==> src/pfem_pkg.sv <==
// Package for the frequency event monitor: event codes, control layout, widths, reset values.
// Assumes nothing beyond a SystemVerilog compiler.
`default_nettype none
package pfem_pkg;
  // Event select codes
  localparam logic [7:0] EV_BAND0 = 8'h0b;
  localparam logic [7:0] EV_BAND1 = 8'h0c;
  localparam logic [7:0] EV_BAND2 = 8'h0d;
  localparam logic [7:0] EV_BAND3 = 8'h0e;
  localparam logic [7:0] EV_CURRENT = 8'h07;
  localparam logic [7:0] EV_THERMAL = 8'h04;
  localparam logic [7:0] EV_OS = 8'h06;
  localparam logic [7:0] EV_POWER = 8'h05;
  localparam logic [7:0] EV_IO_MIN = 8'h61;
  localparam logic [7:0] EV_PERF_MIN = 8'h02;
  localparam logic [7:0] EV_TRANS = 8'h60;
  localparam logic [7:0] EV_PHASE_SHED = 8'h2f;
  localparam logic [7:0] EV_CORE9_DEMO = 8'h41;
  // Counter control word layout
  localparam int CTL_EV_LSB = 0;
  localparam int CTL_EDGE_BIT = 18;
  localparam int CTL_EN_BIT = 22;
  localparam int CTL_INV_BIT = 23;
  localparam int CTL_XSEL_BIT = 21;
  // Register map of this block
  localparam logic [3:0] ADDR_CTL0 = 4'h0;
  localparam logic [3:0] ADDR_FILTER = 4'h4;
  localparam logic [3:0] ADDR_CNT0 = 4'h8;
  localparam logic [3:0] ADDR_FREEZE = 4'hc;
  localparam logic [3:0] ADDR_STATUS = 4'hd;
  localparam logic [31:0] CTL_RESET = 32'h0000_0000;
  localparam logic [31:0] FILTER_RESET = 32'h0000_0000;
  localparam int NUM_CNT = 4;
  localparam int CNT_W = 32;
  localparam int RATIO_W = 8;
endpackage
`default_nettype wire

==> src/pfem_monitor.sv <==
// Frequency residency, limit reason, transition and demotion event counters.
// Assumes event inputs come from logic on the same clock; registers reached over a plain strobe port.
//
// Contract
// - Band events 0x0b..0x0e count cycles with ratio at or above their filter byte.
// - Edge detect on a band event counts entries into the at-or-above state.
// - Inversion on a band event counts cycles below threshold.
// - All four counters may select band events at once.
// - Control and threshold settings take effect only at the next frequency transition.
// - Band counting skips transition cycles; band state updates only on a transition.
// - Code 0x07 counts cycles where current is the strongest upper limit.
// - A fast-path current limit clears the other upper-limit reason flags.
// - Code 0x04 counts thermal strongest upper limit, from selection output.
// - Code 0x06 counts cycles where the OS request is the upper limit.
// - Code 0x05 counts cycles where power budget is the upper limit.
// - Code 0x61 counts cycles where IO bandwidth holds the frequency up.
// - Code 0x02 with extra select bit counts remote performance lower limit.
// - Code 0x60 counts every frequency change cycle, no thread filter.
// - Code 0x2f counts cycles with memory controller phase shedding active.
// - Code 0x41 counts core 9 demotions, qualified by filter low byte.
// - Each event adds at most one per cycle, on counters 0 to 3.
//
// Implementation choices: the address map and the strobed register port.
`default_nettype none
module pfem_monitor
  import pfem_pkg::*;
#(
  parameter int W = CNT_W
) (
  // Clock and reset
  input wire logic I_SYS_CLK,
  input wire logic I_RST_N,
  // Register port
  input wire logic [3:0] I_ADDR,
  input wire logic [31:0] I_WDATA,
  input wire logic I_WR,
  input wire logic I_RD,
  output logic [31:0] O_RDATA,
  // Frequency control inputs
  input wire logic [RATIO_W-1:0] I_FREQ_RATIO,
  input wire logic I_FREQ_TRANS,
  input wire logic I_LIM_CURRENT_FAST,
  input wire logic I_LIM_THERMAL,
  input wire logic I_LIM_OS,
  input wire logic I_LIM_POWER,
  input wire logic I_LIM_IO_MIN,
  input wire logic I_LIM_PERF_MIN,
  input wire logic I_PHASE_SHED,
  input wire logic I_CORE9_DEMOTE,
  input wire logic [7:0] I_CORE9_DEMOTE_TAG,
  // Counter values
  output logic [NUM_CNT*W-1:0] O_COUNT
);

  logic [31:0] ctl_r [NUM_CNT];
  logic [31:0] ctl_act_r [NUM_CNT];
  logic [31:0] filt_r;
  logic [31:0] filt_act_r;
  logic freeze_r;
  logic [W-1:0] cnt_r [NUM_CNT];
  logic [NUM_CNT-1:0] band_r;
  logic [NUM_CNT-1:0] band_prev_r;
  logic lim_cur_r, lim_th_r, lim_os_r, lim_pw_r;
  logic [NUM_CNT-1:0] inc;

  // Threshold byte for a band
  function automatic logic [7:0] band_thr(input logic [31:0] f, input int b);
    band_thr = f[8*b +: 8];
  endfunction

  // Software-side control shadow; pending values wait for a transition
  always_ff @(posedge I_SYS_CLK or negedge I_RST_N) begin
    if (!I_RST_N) begin
      for (int i = 0; i < NUM_CNT; i++) begin
        ctl_r[i] <= CTL_RESET;
      end
      filt_r <= FILTER_RESET;
      freeze_r <= 1'b0;
    end else if (I_WR) begin
      if (I_ADDR[3:2] == ADDR_CTL0[3:2]) begin
        ctl_r[I_ADDR[1:0]] <= I_WDATA;
      end else if (I_ADDR == ADDR_FILTER) begin
        filt_r <= I_WDATA;
      end else if (I_ADDR == ADDR_FREEZE) begin
        freeze_r <= I_WDATA[0];
      end
    end
  end

  // Active settings; a long constant frequency keeps stale settings, a known limitation
  always_ff @(posedge I_SYS_CLK or negedge I_RST_N) begin
    if (!I_RST_N) begin
      for (int i = 0; i < NUM_CNT; i++) begin
        ctl_act_r[i] <= CTL_RESET;
      end
      filt_act_r <= FILTER_RESET;
    end else if (I_FREQ_TRANS) begin
      for (int i = 0; i < NUM_CNT; i++) begin
        ctl_act_r[i] <= ctl_r[i];
      end
      filt_act_r <= filt_r;
    end
  end

  // Band residency state, refreshed only while a transition is under way
  always_ff @(posedge I_SYS_CLK or negedge I_RST_N) begin
    if (!I_RST_N) begin
      band_r <= '0;
    end else if (I_FREQ_TRANS) begin
      for (int b = 0; b < NUM_CNT; b++) begin
        band_r[b] <= (I_FREQ_RATIO >= band_thr(filt_r, b));
      end
    end
  end

  // Previous band state for edge detect
  always_ff @(posedge I_SYS_CLK or negedge I_RST_N) begin
    if (!I_RST_N) begin
      band_prev_r <= '0;
    end else if (!I_FREQ_TRANS) begin
      band_prev_r <= band_r;
    end
  end

  // Upper-limit reason flags; the fast current path clears the slower reasons
  always_ff @(posedge I_SYS_CLK or negedge I_RST_N) begin
    if (!I_RST_N) begin
      lim_cur_r <= 1'b0;
      lim_th_r <= 1'b0;
      lim_os_r <= 1'b0;
      lim_pw_r <= 1'b0;
    end else begin
      lim_cur_r <= I_LIM_CURRENT_FAST;
      lim_th_r <= I_LIM_CURRENT_FAST ? 1'b0 : I_LIM_THERMAL;
      lim_os_r <= I_LIM_CURRENT_FAST ? 1'b0 : I_LIM_OS;
      lim_pw_r <= I_LIM_CURRENT_FAST ? 1'b0 : I_LIM_POWER;
    end
  end

  // Per-counter event selection; each counter decodes independently
  always_comb begin
    for (int i = 0; i < NUM_CNT; i++) begin
      logic [7:0] ev;
      logic edg, inv, xs, en, e;
      int b;
      ev = ctl_act_r[i][CTL_EV_LSB +: 8];
      edg = ctl_act_r[i][CTL_EDGE_BIT];
      inv = ctl_act_r[i][CTL_INV_BIT];
      xs = ctl_act_r[i][CTL_XSEL_BIT];
      en = ctl_act_r[i][CTL_EN_BIT];
      e = 1'b0;
      b = 0;
      if (ev >= EV_BAND0 && ev <= EV_BAND3) begin
        b = int'(ev - EV_BAND0);
        if (I_FREQ_TRANS) begin
          e = 1'b0;
        end else if (edg) begin
          e = band_r[b] & ~band_prev_r[b];
        end else if (inv) begin
          e = ~band_r[b];
        end else begin
          e = band_r[b];
        end
      end else if (ev == EV_CURRENT) begin
        e = lim_cur_r;
      end else if (ev == EV_THERMAL) begin
        e = lim_th_r;
      end else if (ev == EV_OS) begin
        e = lim_os_r;
      end else if (ev == EV_POWER) begin
        e = lim_pw_r;
      end else if (ev == EV_IO_MIN) begin
        e = I_LIM_IO_MIN;
      end else if (ev == EV_PERF_MIN) begin
        e = xs & I_LIM_PERF_MIN;
      end else if (ev == EV_TRANS) begin
        e = I_FREQ_TRANS;
      end else if (ev == EV_PHASE_SHED) begin
        e = I_PHASE_SHED;
      end else if (ev == EV_CORE9_DEMO) begin
        e = I_CORE9_DEMOTE && (I_CORE9_DEMOTE_TAG == filt_act_r[7:0]);
      end
      inc[i] = e & en & ~freeze_r;
    end
  end

  // Counters: a register write wins over counting in the same cycle
  always_ff @(posedge I_SYS_CLK or negedge I_RST_N) begin
    if (!I_RST_N) begin
      for (int i = 0; i < NUM_CNT; i++) begin
        cnt_r[i] <= '0;
      end
    end else begin
      for (int i = 0; i < NUM_CNT; i++) begin
        if (I_WR && I_ADDR == ADDR_CNT0 + 4'(i)) begin
          cnt_r[i] <= I_WDATA[W-1:0];
        end else if (inc[i]) begin
          cnt_r[i] <= cnt_r[i] + W'(1);
        end
      end
    end
  end

  // Read data one cycle after the strobe; unmapped reads give zero
  always_ff @(posedge I_SYS_CLK or negedge I_RST_N) begin
    if (!I_RST_N) begin
      O_RDATA <= '0;
    end else if (I_RD) begin
      if (I_ADDR[3:2] == ADDR_CTL0[3:2]) begin
        O_RDATA <= ctl_r[I_ADDR[1:0]];
      end else if (I_ADDR == ADDR_FILTER) begin
        O_RDATA <= filt_r;
      end else if (I_ADDR[3:2] == ADDR_CNT0[3:2]) begin
        O_RDATA <= 32'(cnt_r[I_ADDR[1:0]]);
      end else if (I_ADDR == ADDR_FREEZE) begin
        O_RDATA <= {31'h0, freeze_r};
      end else if (I_ADDR == ADDR_STATUS) begin
        O_RDATA <= {24'h0, lim_pw_r, lim_os_r, lim_th_r, lim_cur_r, band_r};
      end else begin
        O_RDATA <= '0;
      end
    end else begin
      O_RDATA <= '0;
    end
  end

  // Counter outputs straight from flip-flops
  always_comb begin
    for (int i = 0; i < NUM_CNT; i++) begin
      O_COUNT[i*W +: W] = cnt_r[i];
    end
  end

  // Settings written between transitions stay inactive
  AST_SETTINGS_HOLD: assert property (@(posedge I_SYS_CLK) disable iff (!I_RST_N)
    !$past(I_FREQ_TRANS) |-> filt_act_r == $past(filt_act_r))
    else $error("active filter changed without a transition");

  // No band residency count during transition cycles
  AST_BAND_NO_TRANS: assert property (@(posedge I_SYS_CLK) disable iff (!I_RST_N)
    I_FREQ_TRANS && ctl_act_r[0][7:0] == EV_BAND0 && !ctl_act_r[0][CTL_EDGE_BIT] |-> !inc[0])
    else $error("band counted during transition");

  // Band state follows the threshold compare at a transition
  AST_BAND_CMP: assert property (@(posedge I_SYS_CLK) disable iff (!I_RST_N)
    I_FREQ_TRANS |=> band_r[3] == ($past(I_FREQ_RATIO) >= $past(filt_r[31:24])))
    else $error("band 3 state wrong");

  // Current limit clears the other reason flags next cycle
  AST_FAST_CLEAR: assert property (@(posedge I_SYS_CLK) disable iff (!I_RST_N)
    I_LIM_CURRENT_FAST |=> lim_cur_r && !lim_th_r && !lim_os_r && !lim_pw_r)
    else $error("slow limits not cleared");

  // Frozen counters stay put unless written
  AST_FREEZE: assert property (@(posedge I_SYS_CLK) disable iff (!I_RST_N)
    freeze_r && !I_WR |=> cnt_r[2] == $past(cnt_r[2]))
    else $error("counter moved while frozen");

  // At most one added per cycle
  AST_STEP_ONE: assert property (@(posedge I_SYS_CLK) disable iff (!I_RST_N)
    !I_WR |=> (cnt_r[2] - $past(cnt_r[2])) <= W'(1))
    else $error("counter stepped by more than one");

  // Transition event counts each transition cycle
  AST_TRANS_CNT: assert property (@(posedge I_SYS_CLK) disable iff (!I_RST_N)
    ctl_act_r[0][7:0] == EV_TRANS && ctl_act_r[0][CTL_EN_BIT] && !freeze_r && I_FREQ_TRANS |-> inc[0])
    else $error("transition cycle missed");

  // Perf lower limit needs the extra select bit
  AST_PERF_XSEL: assert property (@(posedge I_SYS_CLK) disable iff (!I_RST_N)
    ctl_act_r[1][7:0] == EV_PERF_MIN && !ctl_act_r[1][CTL_XSEL_BIT] |-> !inc[1])
    else $error("perf limit counted without extra select");

  // Control words written between transitions stay pending
  AST_CTL_HOLD: assert property (@(posedge I_SYS_CLK) disable iff (!I_RST_N)
    !$past(I_FREQ_TRANS) |-> ctl_act_r[2] == $past(ctl_act_r[2]))
    else $error("active control changed without a transition");

  // Band state only moves while a transition is under way
  AST_BAND_STATE_HOLD: assert property (@(posedge I_SYS_CLK) disable iff (!I_RST_N)
    !I_FREQ_TRANS |=> band_r == $past(band_r))
    else $error("band state moved outside a transition");

  // Edge mode counts the first settled cycle after entering the band
  AST_BAND_EDGE: assert property (@(posedge I_SYS_CLK) disable iff (!I_RST_N)
    ctl_act_r[1][7:0] == EV_BAND3 && ctl_act_r[1][CTL_EDGE_BIT] && ctl_act_r[1][CTL_EN_BIT] && !freeze_r
      && !I_FREQ_TRANS && band_r[3] && !band_prev_r[3] |-> inc[1])
    else $error("band entry not counted");

  // Inverted band counts the cycles below threshold
  AST_BAND_INV: assert property (@(posedge I_SYS_CLK) disable iff (!I_RST_N)
    ctl_act_r[0][7:0] == EV_BAND3 && ctl_act_r[0][CTL_INV_BIT] && !ctl_act_r[0][CTL_EDGE_BIT]
      && ctl_act_r[0][CTL_EN_BIT] && !freeze_r && !I_FREQ_TRANS |-> inc[0] == !band_r[3])
    else $error("inverted band count wrong");

  // A band on counter 2 counts beside the bands on the other counters
  AST_BAND_MULTI: assert property (@(posedge I_SYS_CLK) disable iff (!I_RST_N)
    ctl_act_r[2][7:0] == EV_BAND2 && ctl_act_r[2][CTL_EN_BIT] && !ctl_act_r[2][CTL_EDGE_BIT]
      && !ctl_act_r[2][CTL_INV_BIT] && !freeze_r && !I_FREQ_TRANS |-> inc[2] == band_r[2])
    else $error("band 2 residency count wrong");

  // Current limit counts one cycle after the fast path reports it
  AST_CURRENT_CNT: assert property (@(posedge I_SYS_CLK) disable iff (!I_RST_N)
    ctl_act_r[0][7:0] == EV_CURRENT && ctl_act_r[0][CTL_EN_BIT] && !freeze_r
      |-> inc[0] == $past(I_LIM_CURRENT_FAST))
    else $error("current limit count wrong");

  // Thermal limit counts only when current does not override it
  AST_THERMAL_CNT: assert property (@(posedge I_SYS_CLK) disable iff (!I_RST_N)
    ctl_act_r[1][7:0] == EV_THERMAL && ctl_act_r[1][CTL_EN_BIT] && !freeze_r
      |-> inc[1] == ($past(I_LIM_THERMAL) && !$past(I_LIM_CURRENT_FAST)))
    else $error("thermal limit count wrong");

  // OS request limit counts only when current does not override it
  AST_OS_CNT: assert property (@(posedge I_SYS_CLK) disable iff (!I_RST_N)
    ctl_act_r[2][7:0] == EV_OS && ctl_act_r[2][CTL_EN_BIT] && !freeze_r
      |-> inc[2] == ($past(I_LIM_OS) && !$past(I_LIM_CURRENT_FAST)))
    else $error("os limit count wrong");

  // Power limit counts only when current does not override it
  AST_POWER_CNT: assert property (@(posedge I_SYS_CLK) disable iff (!I_RST_N)
    ctl_act_r[3][7:0] == EV_POWER && ctl_act_r[3][CTL_EN_BIT] && !freeze_r
      |-> inc[3] == ($past(I_LIM_POWER) && !$past(I_LIM_CURRENT_FAST)))
    else $error("power limit count wrong");

  // IO lower limit counts in the cycle it is reported
  AST_IO_CNT: assert property (@(posedge I_SYS_CLK) disable iff (!I_RST_N)
    ctl_act_r[0][7:0] == EV_IO_MIN && ctl_act_r[0][CTL_EN_BIT] && !freeze_r |-> inc[0] == I_LIM_IO_MIN)
    else $error("io limit count wrong");

  // Remote perf limit counts when the extra select bit is set
  AST_PERF_CNT: assert property (@(posedge I_SYS_CLK) disable iff (!I_RST_N)
    ctl_act_r[1][7:0] == EV_PERF_MIN && ctl_act_r[1][CTL_XSEL_BIT] && ctl_act_r[1][CTL_EN_BIT] && !freeze_r
      |-> inc[1] == I_LIM_PERF_MIN)
    else $error("perf limit count wrong");

  // Phase shedding counts in the cycle it is reported
  AST_SHED_CNT: assert property (@(posedge I_SYS_CLK) disable iff (!I_RST_N)
    ctl_act_r[2][7:0] == EV_PHASE_SHED && ctl_act_r[2][CTL_EN_BIT] && !freeze_r |-> inc[2] == I_PHASE_SHED)
    else $error("phase shedding count wrong");

  // Only demotions whose tag matches the active low filter byte count
  AST_DEMOTE_CNT: assert property (@(posedge I_SYS_CLK) disable iff (!I_RST_N)
    ctl_act_r[2][7:0] == EV_CORE9_DEMO && ctl_act_r[2][CTL_EN_BIT] && !freeze_r
      |-> inc[2] == (I_CORE9_DEMOTE && I_CORE9_DEMOTE_TAG == filt_act_r[7:0]))
    else $error("core 9 demotion count wrong");

  // A counter without its local enable stays put unless written
  AST_COUNT_EN: assert property (@(posedge I_SYS_CLK) disable iff (!I_RST_N)
    !ctl_act_r[3][CTL_EN_BIT] && !I_WR |=> cnt_r[3] == $past(cnt_r[3]))
    else $error("disabled counter moved");

endmodule
`default_nettype wire

==> config.mk <==
export PLATFORM = sky130hd
export DESIGN_NAME = pfem_monitor
export DESIGN_NICKNAME = d
export VERILOG_FILES = /design/src/pfem_pkg.sv /design/src/pfem_monitor.sv
export SDC_FILE = /design/constraint.sdc
export NUM_CORES = 1
export LEC_CHECK = 0
export BUFFER_PORTS_ARGS = -buffer_cell sky130_fd_sc_hd__buf_2
export CORE_UTILIZATION = 50
export CTS_CLUSTER_DIAMETER = 120
export DETAILED_ROUTE_END_ITERATION = 10
export PLACE_DENSITY = 0.69
export REMOVE_ABC_BUFFERS = 1
export SYNTH_ARGS = -nofsm -noshare
export SYNTH_HDL_FRONTEND = slang
export SYNTH_SLANG_ARGS = --single-unit
export TNS_END_PERCENT = 20
==> constraint.sdc <==
create_clock -name I_SYS_CLK -period 3.48 [get_ports I_SYS_CLK]
set_clock_uncertainty 0.1 [all_clocks]
set_input_delay 0.522 -clock I_SYS_CLK [delete_from_list [all_inputs] [get_ports I_SYS_CLK]]
set_output_delay 0.522 -clock I_SYS_CLK [all_outputs]
set_load 0.05 [all_outputs]
==> flow_summary_export.csv, run 1 <==
group,metric,value,unit
synth,synth_seq_cells,389,
timing,max_slew_margin,37.03,%
synth,edff_count_synth,0,
finish,syn2layout_area_growth,16.71,%
floorplan,placementRows,75,
timing,finalMaxSlewViolations,0,
clock_network,clkSinkCount,389,
synth,synthesis.yosys.warnings,0,
drt,final_antenna_net_count,0,
timing,hold_viol,0,
drt,num_vias,17754,
synth,yosysTopAreaCellShare,45.05,%
synth,post-synth-top-area-cell,"sky130_fd_sc_hd__dfrtp_1",
placed_design,post-dp-hpwl,52640,um
synth,ys_seq_area_share,45.05,%
synth,yosysMostFrequentCell,"sky130_fd_sc_hd__dfrtp_1",
placed_design,placed_cell_area,23710,um^2
timing,tightest_slew,0.9445,ns
pwr,max-vdd-ir-drop,0.0004380,V
synth,netlist_instances,2027,
synth,synth.distinct_cells,67,
placed_design,portBuffers,224,
clock_network,h-tree-depth,2,
grt,grt_pass1_wl,111000,um
finish,number_of_fill_cells_in_the_layout,3530,
synth,synth.top_cells.by_area,"sky130_fd_sc_hd__dfrtp_1 (45%), sky130_fd_sc_hd__mux2_2 (11%), sky130_fd_sc_hd__mux4_2 (7.5%)",
pwr,ratio_of_total_power_to_cell_area,672.0,nW/um^2
timing,max_freq,296.4,MHz
floorplan,die_width,209.9,um
critical_path,worst-endpoint-required,3.83,ns
floorplan,die_height,209.9,um
clock_network,clk_pin_slew_worst_paths,0.06,ns
clock_network,cts-buffers-inserted,43,
drt,totalWireLength,73830,um
placed_design,finalWeightedCongestion,1.026,
worst_hold_path,hold_crit_path_type,"in -> reg",
grt,grt_pass1_vias,17583,
synth,postSynthAreaPerCell,10.66,um^2
clock_network,cts_buffer_depth,3,
synth,ys_top_cells_by_count,"sky130_fd_sc_hd__dfrtp_1 (389), sky130_fd_sc_hd__mux2_2 (209), sky130_fd_sc_hd__nand2_1 (147)",
floorplan,io-pin-count,225,
drt,avgRoutedWirePerCell,25.99,um
synth,synth_async_sr_flop_share,100.0,%
finish,postLayoutCellArea,25220,um^2
critical_path,timing.critical_path.to_type,"flop",
clock_network,insertion_delay,0.58,ns
drt,drt-vias-per-instance,6.249,
pwr,static-leakage-power,10.57,nW
critical_path,critical_path_class,"reg -> reg",
timing,setup_violations,0,
drt,detail_route.first_pass.iterations,6,
clock_network,cts_tree,"done",
grt,grt_max_degree,99,
floorplan,area_of_the_core,42320,um^2
drt,drt-initial-drc-count,1699,
floorplan,start_util,51.05,%
finish,drive_gt1_share,30.84,%
critical_path,cp_data_arrival_time,3.72,ns
synth,synth_area,21610,um^2
run_status,status,"finished clean",
grt,globalRouteTotalUtil,33.80,%
grt,antenna_found_initial,2,
finish,final_net_count,2348,
job,cap_violations,0,
synth,synthFlopType,"sky130_fd_sc_hd__dfrtp_1",
timing,period_needed,3.374,ns
grt,globalRoute.totalOverflow,0,
drt,detail_route.drc_violations,0,
critical_path,critical_path.max_fanout,32,
floorplan,die_area,44050,um^2
finish,postLayoutCoreUtil,59.58,%
critical_path,worst_setup_path_start_kind,"flop",
clock_network,clk_root_buffer_cell,"sky130_fd_sc_hd__clkbuf_16",
timing,finalCritPeriodShare,96.94,%
[layout make-up]
| type | instances | area [um^2] | area share [%] |
|---|---|---|---|
| Multi-Input combinational cell | 1422 | 11160 | 44.25 |
| Sequential cell | 389 | 9734 | 38.60 |
| Timing Repair Buffer | 310 | 1937 | 7.681 |
| Clock buffer | 63 | 1264 | 5.011 |
| Tap cell | 577 | 721.9 | 2.863 |
| Inverter | 65 | 244.0 | 0.9675 |
| Clock inverter | 14 | 153.9 | 0.6103 |
| Antenna cell | 1 | 2.502 | 0.009924 |
[sequential cells by signal, summed over array words and instances, names as in the netlist]
name	flops
lim_cur_r	1
filt_r	32
ctl_r	128
O_RDATA	32
freeze_r	1
lim_th_r	1
filt_act_r	8
ctl_act_r	48
O_COUNT	128
lim_pw_r	1
lim_os_r	1
band_prev_r	4
band_r	4
[power breakdown]
| group | switching (mW) | total [mW] | internal (mW) |
|---|---|---|---|
| combinational | 3.30 | 5.39 | 2.08 |
| clock | 1.90 | 4.63 | 2.74 |
| sequential | 1.36 | 6.92 | 5.57 |
[layout by cell type (no fill, tap or decap), drive strengths merged, types with 10 or more instances in the layout]
master,synthesis,layout
a2111oi,10,10
clkbuf,85,63
nor3b,19,19
buf,66,308
ha,52,52
or4,14,14
nand3,50,50
mux4,72,72
nor2b,39,39
a21o,15,15
a21boi,10,10
or3,18,18
o21ai,116,116
dfrtp,389,389
and3,30,30
xnor2,104,104
nor4,14,14
xor2,14,14
inv,65,65
nor2,111,111
and4,13,13
nor4b,13,13
mux2,209,209
a31oi,22,22
nand4,33,33
and2,12,12
nand2,147,147
nand2b,31,31
nor3,46,46
a21oi,121,121
[through the flow]
step                cells  hold WS, ns  worst slack [ns]  setup TNS (ns)  total power, mW
detailed placement   2761       0.3871           0.03067               0            12.27
global route         2840      0.07359          -0.02515        -0.05827            17.60
floorplan            1876       0.1264           -0.3585          -11.85            10.18
global placement     2761       0.3824           0.03643               0            12.09
CTS                  2840      0.05023           0.08250               0            16.92
finish               2841      0.07557            0.1065               0            16.95
[routing by layer]
| layer | share of wire, % | GRT usage (%) | vias up |
|---|---|---|---|
| met5 | 0 | 0 | - |
| met3 | 9.4 | 8.035 | 191 |
| met2 | 46 | 53.60 | 918 |
| met1 | 40 | 44.47 | 8959 |
| li1 | - | - | 7686 |
| met4 | 4.6 | 14.42 | 0 |
[cell families (layout without fill, tap and decap cells)]
kind of cell	after synthesis	after routing	share of synthesized area [%]
xor gates and xnor gates	118	118	4.783
and+or+nand+nor	623	623	15.33
AOI/OAI and AO/OA	342	342	9.295
buffers and inverters	216	452	3.851
muxes	287	287	18.68
adders and majority gates	52	52	3.011
other	0	1	0
DFF	389	389	45.05
[repair_timing]
action,4_1_cts,5_1_grt
setup endpoints to repair,0,18
resized for setup,0,11
hold endpoints to repair,86,0
buffers inserted,0,0
hold buffers,2,0
[final timing paths]
path	endpoint	slack, ns	cells after the start	from
max in group asynchronous	O_COUNT[82]$_DFFE_PN0P_	1.87	3	I_RST_N
min in group asynchronous	ctl_r[89]$_DFFE_PN0P_	0.50	2	I_RST_N
max	O_COUNT[19]$_DFFE_PN0P_	0.11	11	ctl_act_r[96]$_DFFE_PN0P_
min	lim_th_r$_DFF_PN0_	0.08	2	I_LIM_THERMAL
min reg2reg	ctl_act_r[22]$_DFFE_PN0P_	0.40	1	ctl_act_r[22]$_DFFE_PN0P_
max reg2reg	O_COUNT[19]$_DFFE_PN0P_	0.11	11	ctl_act_r[96]$_DFFE_PN0P_
[critical path: stages, from the launching register on]
cell and delay (ns):
sky130_fd_sc_hd__dfrtp_1 0.38, sky130_fd_sc_hd__inv_1 0.09, sky130_fd_sc_hd__ha_1 0.22, sky130_fd_sc_hd__or3b_2 0.49
sky130_fd_sc_hd__or3_1 0.38, sky130_fd_sc_hd__a32o_1 0.27, sky130_fd_sc_hd__a311oi_1 0.33, sky130_fd_sc_hd__a22oi_2 0.12
sky130_fd_sc_hd__buf_12 0.18, sky130_fd_sc_hd__nor4_1 0.39, sky130_fd_sc_hd__xnor2_1 0.16, sky130_fd_sc_hd__o21ai_0 0.08
Power figures use the tool's default switching activity.
==> run 2: changes to the inputs <==
--- a/config.mk
+++ b/config.mk
@@ -9,7 +9,7 @@
 export CORE_UTILIZATION = 50
 export CTS_CLUSTER_DIAMETER = 120
 export DETAILED_ROUTE_END_ITERATION = 10
-export PLACE_DENSITY = 0.69
+export PLACE_DENSITY = 0.72
 export REMOVE_ABC_BUFFERS = 1
 export SYNTH_ARGS = -nofsm -noshare
 export SYNTH_HDL_FRONTEND = slang
==> constraint.sdc (replaced) <==
create_clock -name I_SYS_CLK -period 3.1 [get_ports I_SYS_CLK]
set_clock_uncertainty 0.1 [all_clocks]
set_input_delay 0.465 -clock I_SYS_CLK [delete_from_list [all_inputs] [get_ports I_SYS_CLK]]
set_output_delay 0.465 -clock I_SYS_CLK [all_outputs]
set_load 0.05 [all_outputs]
==> run 2 against run 1 <==
  * The run now ends with setup timing left
  * Final cell count grew 1.4%
  * Routed wire length grew 1.8%
  * Die area is the same
  * Power grew 15%
  * Critical endpoint is now O_COUNT[25]$_DFFE_PN0P_
  * Largest cell class unchanged
  * Largest power group unchanged
  * Highest routed layer is now met5
==> flow_summary_export.csv, run 2 (same netlist as run 1, synthesis figures left out) <==
group,metric,value,unit
critical_path,r2r_setup_slack,-0.02,ns
clock_network,clk_root_buffer_cell,"sky130_fd_sc_hd__clkbuf_16",
finish,drive_gt1_share,34.55,%
pwr,ratio_of_total_power_to_cell_area,747.0,nW/um^2
timing,max_freq,320.7,MHz
grt,globalRoute.totalOverflow,0,
grt,antenna_found_initial,3,
worst_hold_path,min_from,"I_WDATA[12]",
drt,drt-vias-per-instance,6.362,
drt,totalWireLength,75160,um
job,cap_violations,0,
placed_design,post_place_cells,2793,
floorplan,area_of_the_core,42320,um^2
finish,postLayoutCoreUtil,61.80,%
worst_hold_path,holdPathStages,3,
finish,most_common_cell_after_layout_fill_and_taps_aside,"sky130_fd_sc_hd__dfrtp_1",
floorplan,io-pin-count,225,
finish,syn2layout_area_growth,21.06,%
finish,final_net_count,2389,
finish,finalNonFillerCells,2882,
critical_path,worst-endpoint-required,3.40,ns
timing,hold_slack,0.1130,ns
drt,num_vias,18334,
pwr,seq_power_share,39.3,%
pwr,total_switching_power,7.525,mW
clock_network,cts_tree,"done",
clock_network,insertion_delay,0.60,ns
floorplan,start_util,51.05,%
clock_network,clkSinkCount,389,
grt,grt_pass1_vias,17926,
grt,grt_max_degree,81,
timing,tightest_slew,1.183,ns
finish,commonest_cells_after_routing_fill_and_taps_aside,"sky130_fd_sc_hd__dfrtp_1 (389), sky130_fd_sc_hd__buf_2 (221), sky130_fd_sc_hd__mux2_2 (209)",
clock_network,cts_buffer_depth,3,
timing,hold_viol,0,
grt,grt_pass1_wl,112000,um
drt,detail_route.first_pass.iterations,7,
pwr,power.share.clock,27.7,%
grt,grt.met3_usage,8.275,%
drt,avgRoutedWirePerCell,26.08,um
pwr,power_frac_comb,33.0,%
critical_path,cp_data_arrival_time,3.42,ns
critical_path,crit-reg2reg-capture,"O_COUNT[25]$_DFFE_PN0P_",
floorplan,die_height,209.9,um
floorplan,placementRows,75,
timing,period_needed,3.118,ns
drt,detail_route.drc_violations,0,
placed_design,finalWeightedCongestion,0.9845,
worst_hold_path,hold_crit_path_type,"in -> reg",
drt,drt-initial-drc-count,1731,
timing,finalWorstSetupSlack,-0.01848,ns
pwr,max-vdd-ir-drop,0.0005632,V
placed_design,post-dp-hpwl,52020,um
grt,grt_use_met1,43.72,%
clock_network,h-tree-depth,2,
critical_path,worst_setup_path_start_kind,"flop",
placed_design,portBuffers,224,
critical_path,reg2reg_depth,12,
pwr,power.internal,12.01,mW
timing,setup_tns,-0.04357,ns
clock_network,cts-buffers-inserted,42,
run_status,status,"finished with violations",
critical_path,timing.critical_path.to_type,"flop",
worst_hold_path,worst_hold_path.endpoint,"O_COUNT[76]$_DFFE_PN0P_",
grt,gr-usage-met2,53.64,%
finish,number_of_fill_cells_in_the_layout,3363,
timing,max_slew_margin,21.15,%
timing,finalCritPeriodShare,100.6,%
critical_path,critical_path.max_fanout,7,
pwr,power.share.switching,38.52,%
clock_network,clk_pin_slew_worst_paths,0.06,ns
critical_path,critical_path_class,"reg -> reg",
critical_path,r2r-start,"ctl_act_r[96]$_DFFE_PN0P_",
grt,globalRouteTotalUtil,34.07,%
grt,top_usage_layer,"met2",
timing,setup_violations,3,
run_status,failed_checks,"setup timing",
timing,rsz0062_at_grt,"true",
drt,final_antenna_net_count,0,
floorplan,die_area,44050,um^2
floorplan,die_width,209.9,um
timing,finalMaxSlewViolations,0,
pwr,static-leakage-power,11.09,nW
## run 2: changes by cell type in the layout (fill, tap and decap cells not counted), moves of 5 or more
cell,change
sky130_fd_sc_hd__nor4_1,-8
sky130_fd_sc_hd__clkbuf_1,-6
sky130_fd_sc_hd__nor3_2,+11
sky130_fd_sc_hd__nor4b_4,+5
sky130_fd_sc_hd__nor3_1,-13
sky130_fd_sc_hd__buf_4,+27
sky130_fd_sc_hd__o21ai_1,+6
sky130_fd_sc_hd__or4_1,-5
sky130_fd_sc_hd__o21ai_0,-6
sky130_fd_sc_hd__or4_4,+5
sky130_fd_sc_hd__clkbuf_8,+8
## run 2: cell type report
| class | instances | area [um^2] | area share, % |
|---|---|---|---|
| antenna | 1 | 2.502 | 0.009568 |
| clock buffer | 63 | 1301 | 4.975 |
| clock inverter | 13 | 192.7 | 0.7367 |
| inverter | 65 | 244.0 | 0.9328 |
| multi-input combinational | 1423 | 11590 | 44.30 |
| sequential | 389 | 9734 | 37.22 |
| tap | 577 | 721.9 | 2.760 |
| timing repair buffer | 351 | 2372 | 9.070 |
## run 2: routing by layer
metal	share of wire, %	up-vias
li1	-	7774
met1	38	9223
met2	46	1062
met3	9.5	271
met4	6.0	4
met5	0.032	-
## run 2: how the worst max path moves through the flow
stage | startpoint | end | slack [ns] | depth (start not counted)
CTS | filt_act_r[7]$_DFFE_PN0P_ | O_COUNT[62]$_DFFE_PN0P_ | -0.002 | 8
global route | ctl_act_r[96]$_DFFE_PN0P_ | O_COUNT[7]$_DFFE_PN0P_ | -0.15 | 12
floorplan | I_ADDR[3] | ctl_r[32]$_DFFE_PN0P_ | -0.68 | 3
detailed placement | I_CORE9_DEMOTE_TAG[7] | O_COUNT[62]$_DFFE_PN0P_ | -0.24 | 9
finish | ctl_act_r[96]$_DFFE_PN0P_ | O_COUNT[25]$_DFFE_PN0P_ | -0.02 | 12
global placement | I_CORE9_DEMOTE_TAG[7] | O_COUNT[48]$_DFFE_PN0P_ | -0.15 | 9
## run 2: critical path, stage by stage (launching register included)
cell and delay, ns:
sky130_fd_sc_hd__dfrtp_1 0.39, sky130_fd_sc_hd__inv_2 0.09, sky130_fd_sc_hd__ha_4 0.14, sky130_fd_sc_hd__or3b_4 0.38, sky130_fd_sc_hd__or3_4 0.34, sky130_fd_sc_hd__a32o_1 0.23
sky130_fd_sc_hd__a311oi_2 0.30, sky130_fd_sc_hd__a22oi_2 0.11, sky130_fd_sc_hd__buf_12 0.17, sky130_fd_sc_hd__buf_16 0.18, sky130_fd_sc_hd__nor4b_4 0.27, sky130_fd_sc_hd__xnor2_1 0.16
sky130_fd_sc_hd__o21ai_1 0.08
## run 2: what timing repair did
| action | in CTS | in global routing |
|---|---|---|
| buffers inserted | 1 | 3 |
| gates cloned | 2 | 1 |
| pin swaps | 12 | 21 |
| hold buffers | 5 | 0 |
| setup endpoints to repair | 50 | 87 |
| endpoints found under the hold margin | 56 | 0 |
| gates resized for setup | 49 | 52 |
## run 2: power by group through the flow
stage	clock, mW	combinational (mW)	sequential (mW)
2_1_floorplan	0	2.59	8.83
3_3_place_gp	0	6.07	7.61
3_5_place_dp	0	6.22	7.68
4_1_cts	5.46	6.33	7.61
5_1_grt	5.66	6.81	7.78
6_report	5.42	6.44	7.68
## run 2: stage by stage
stage                     setup WS, ns  power (mW)  instance area, um^2
after CTS                    -0.001771       19.41                25880
final                         -0.01848       19.54                26160
after floorplan                -0.6815       11.42                21020
after detailed placement       -0.2367       13.90                23990
after global routing           -0.1488       20.25                26160
after global placement         -0.1529       13.69                23990
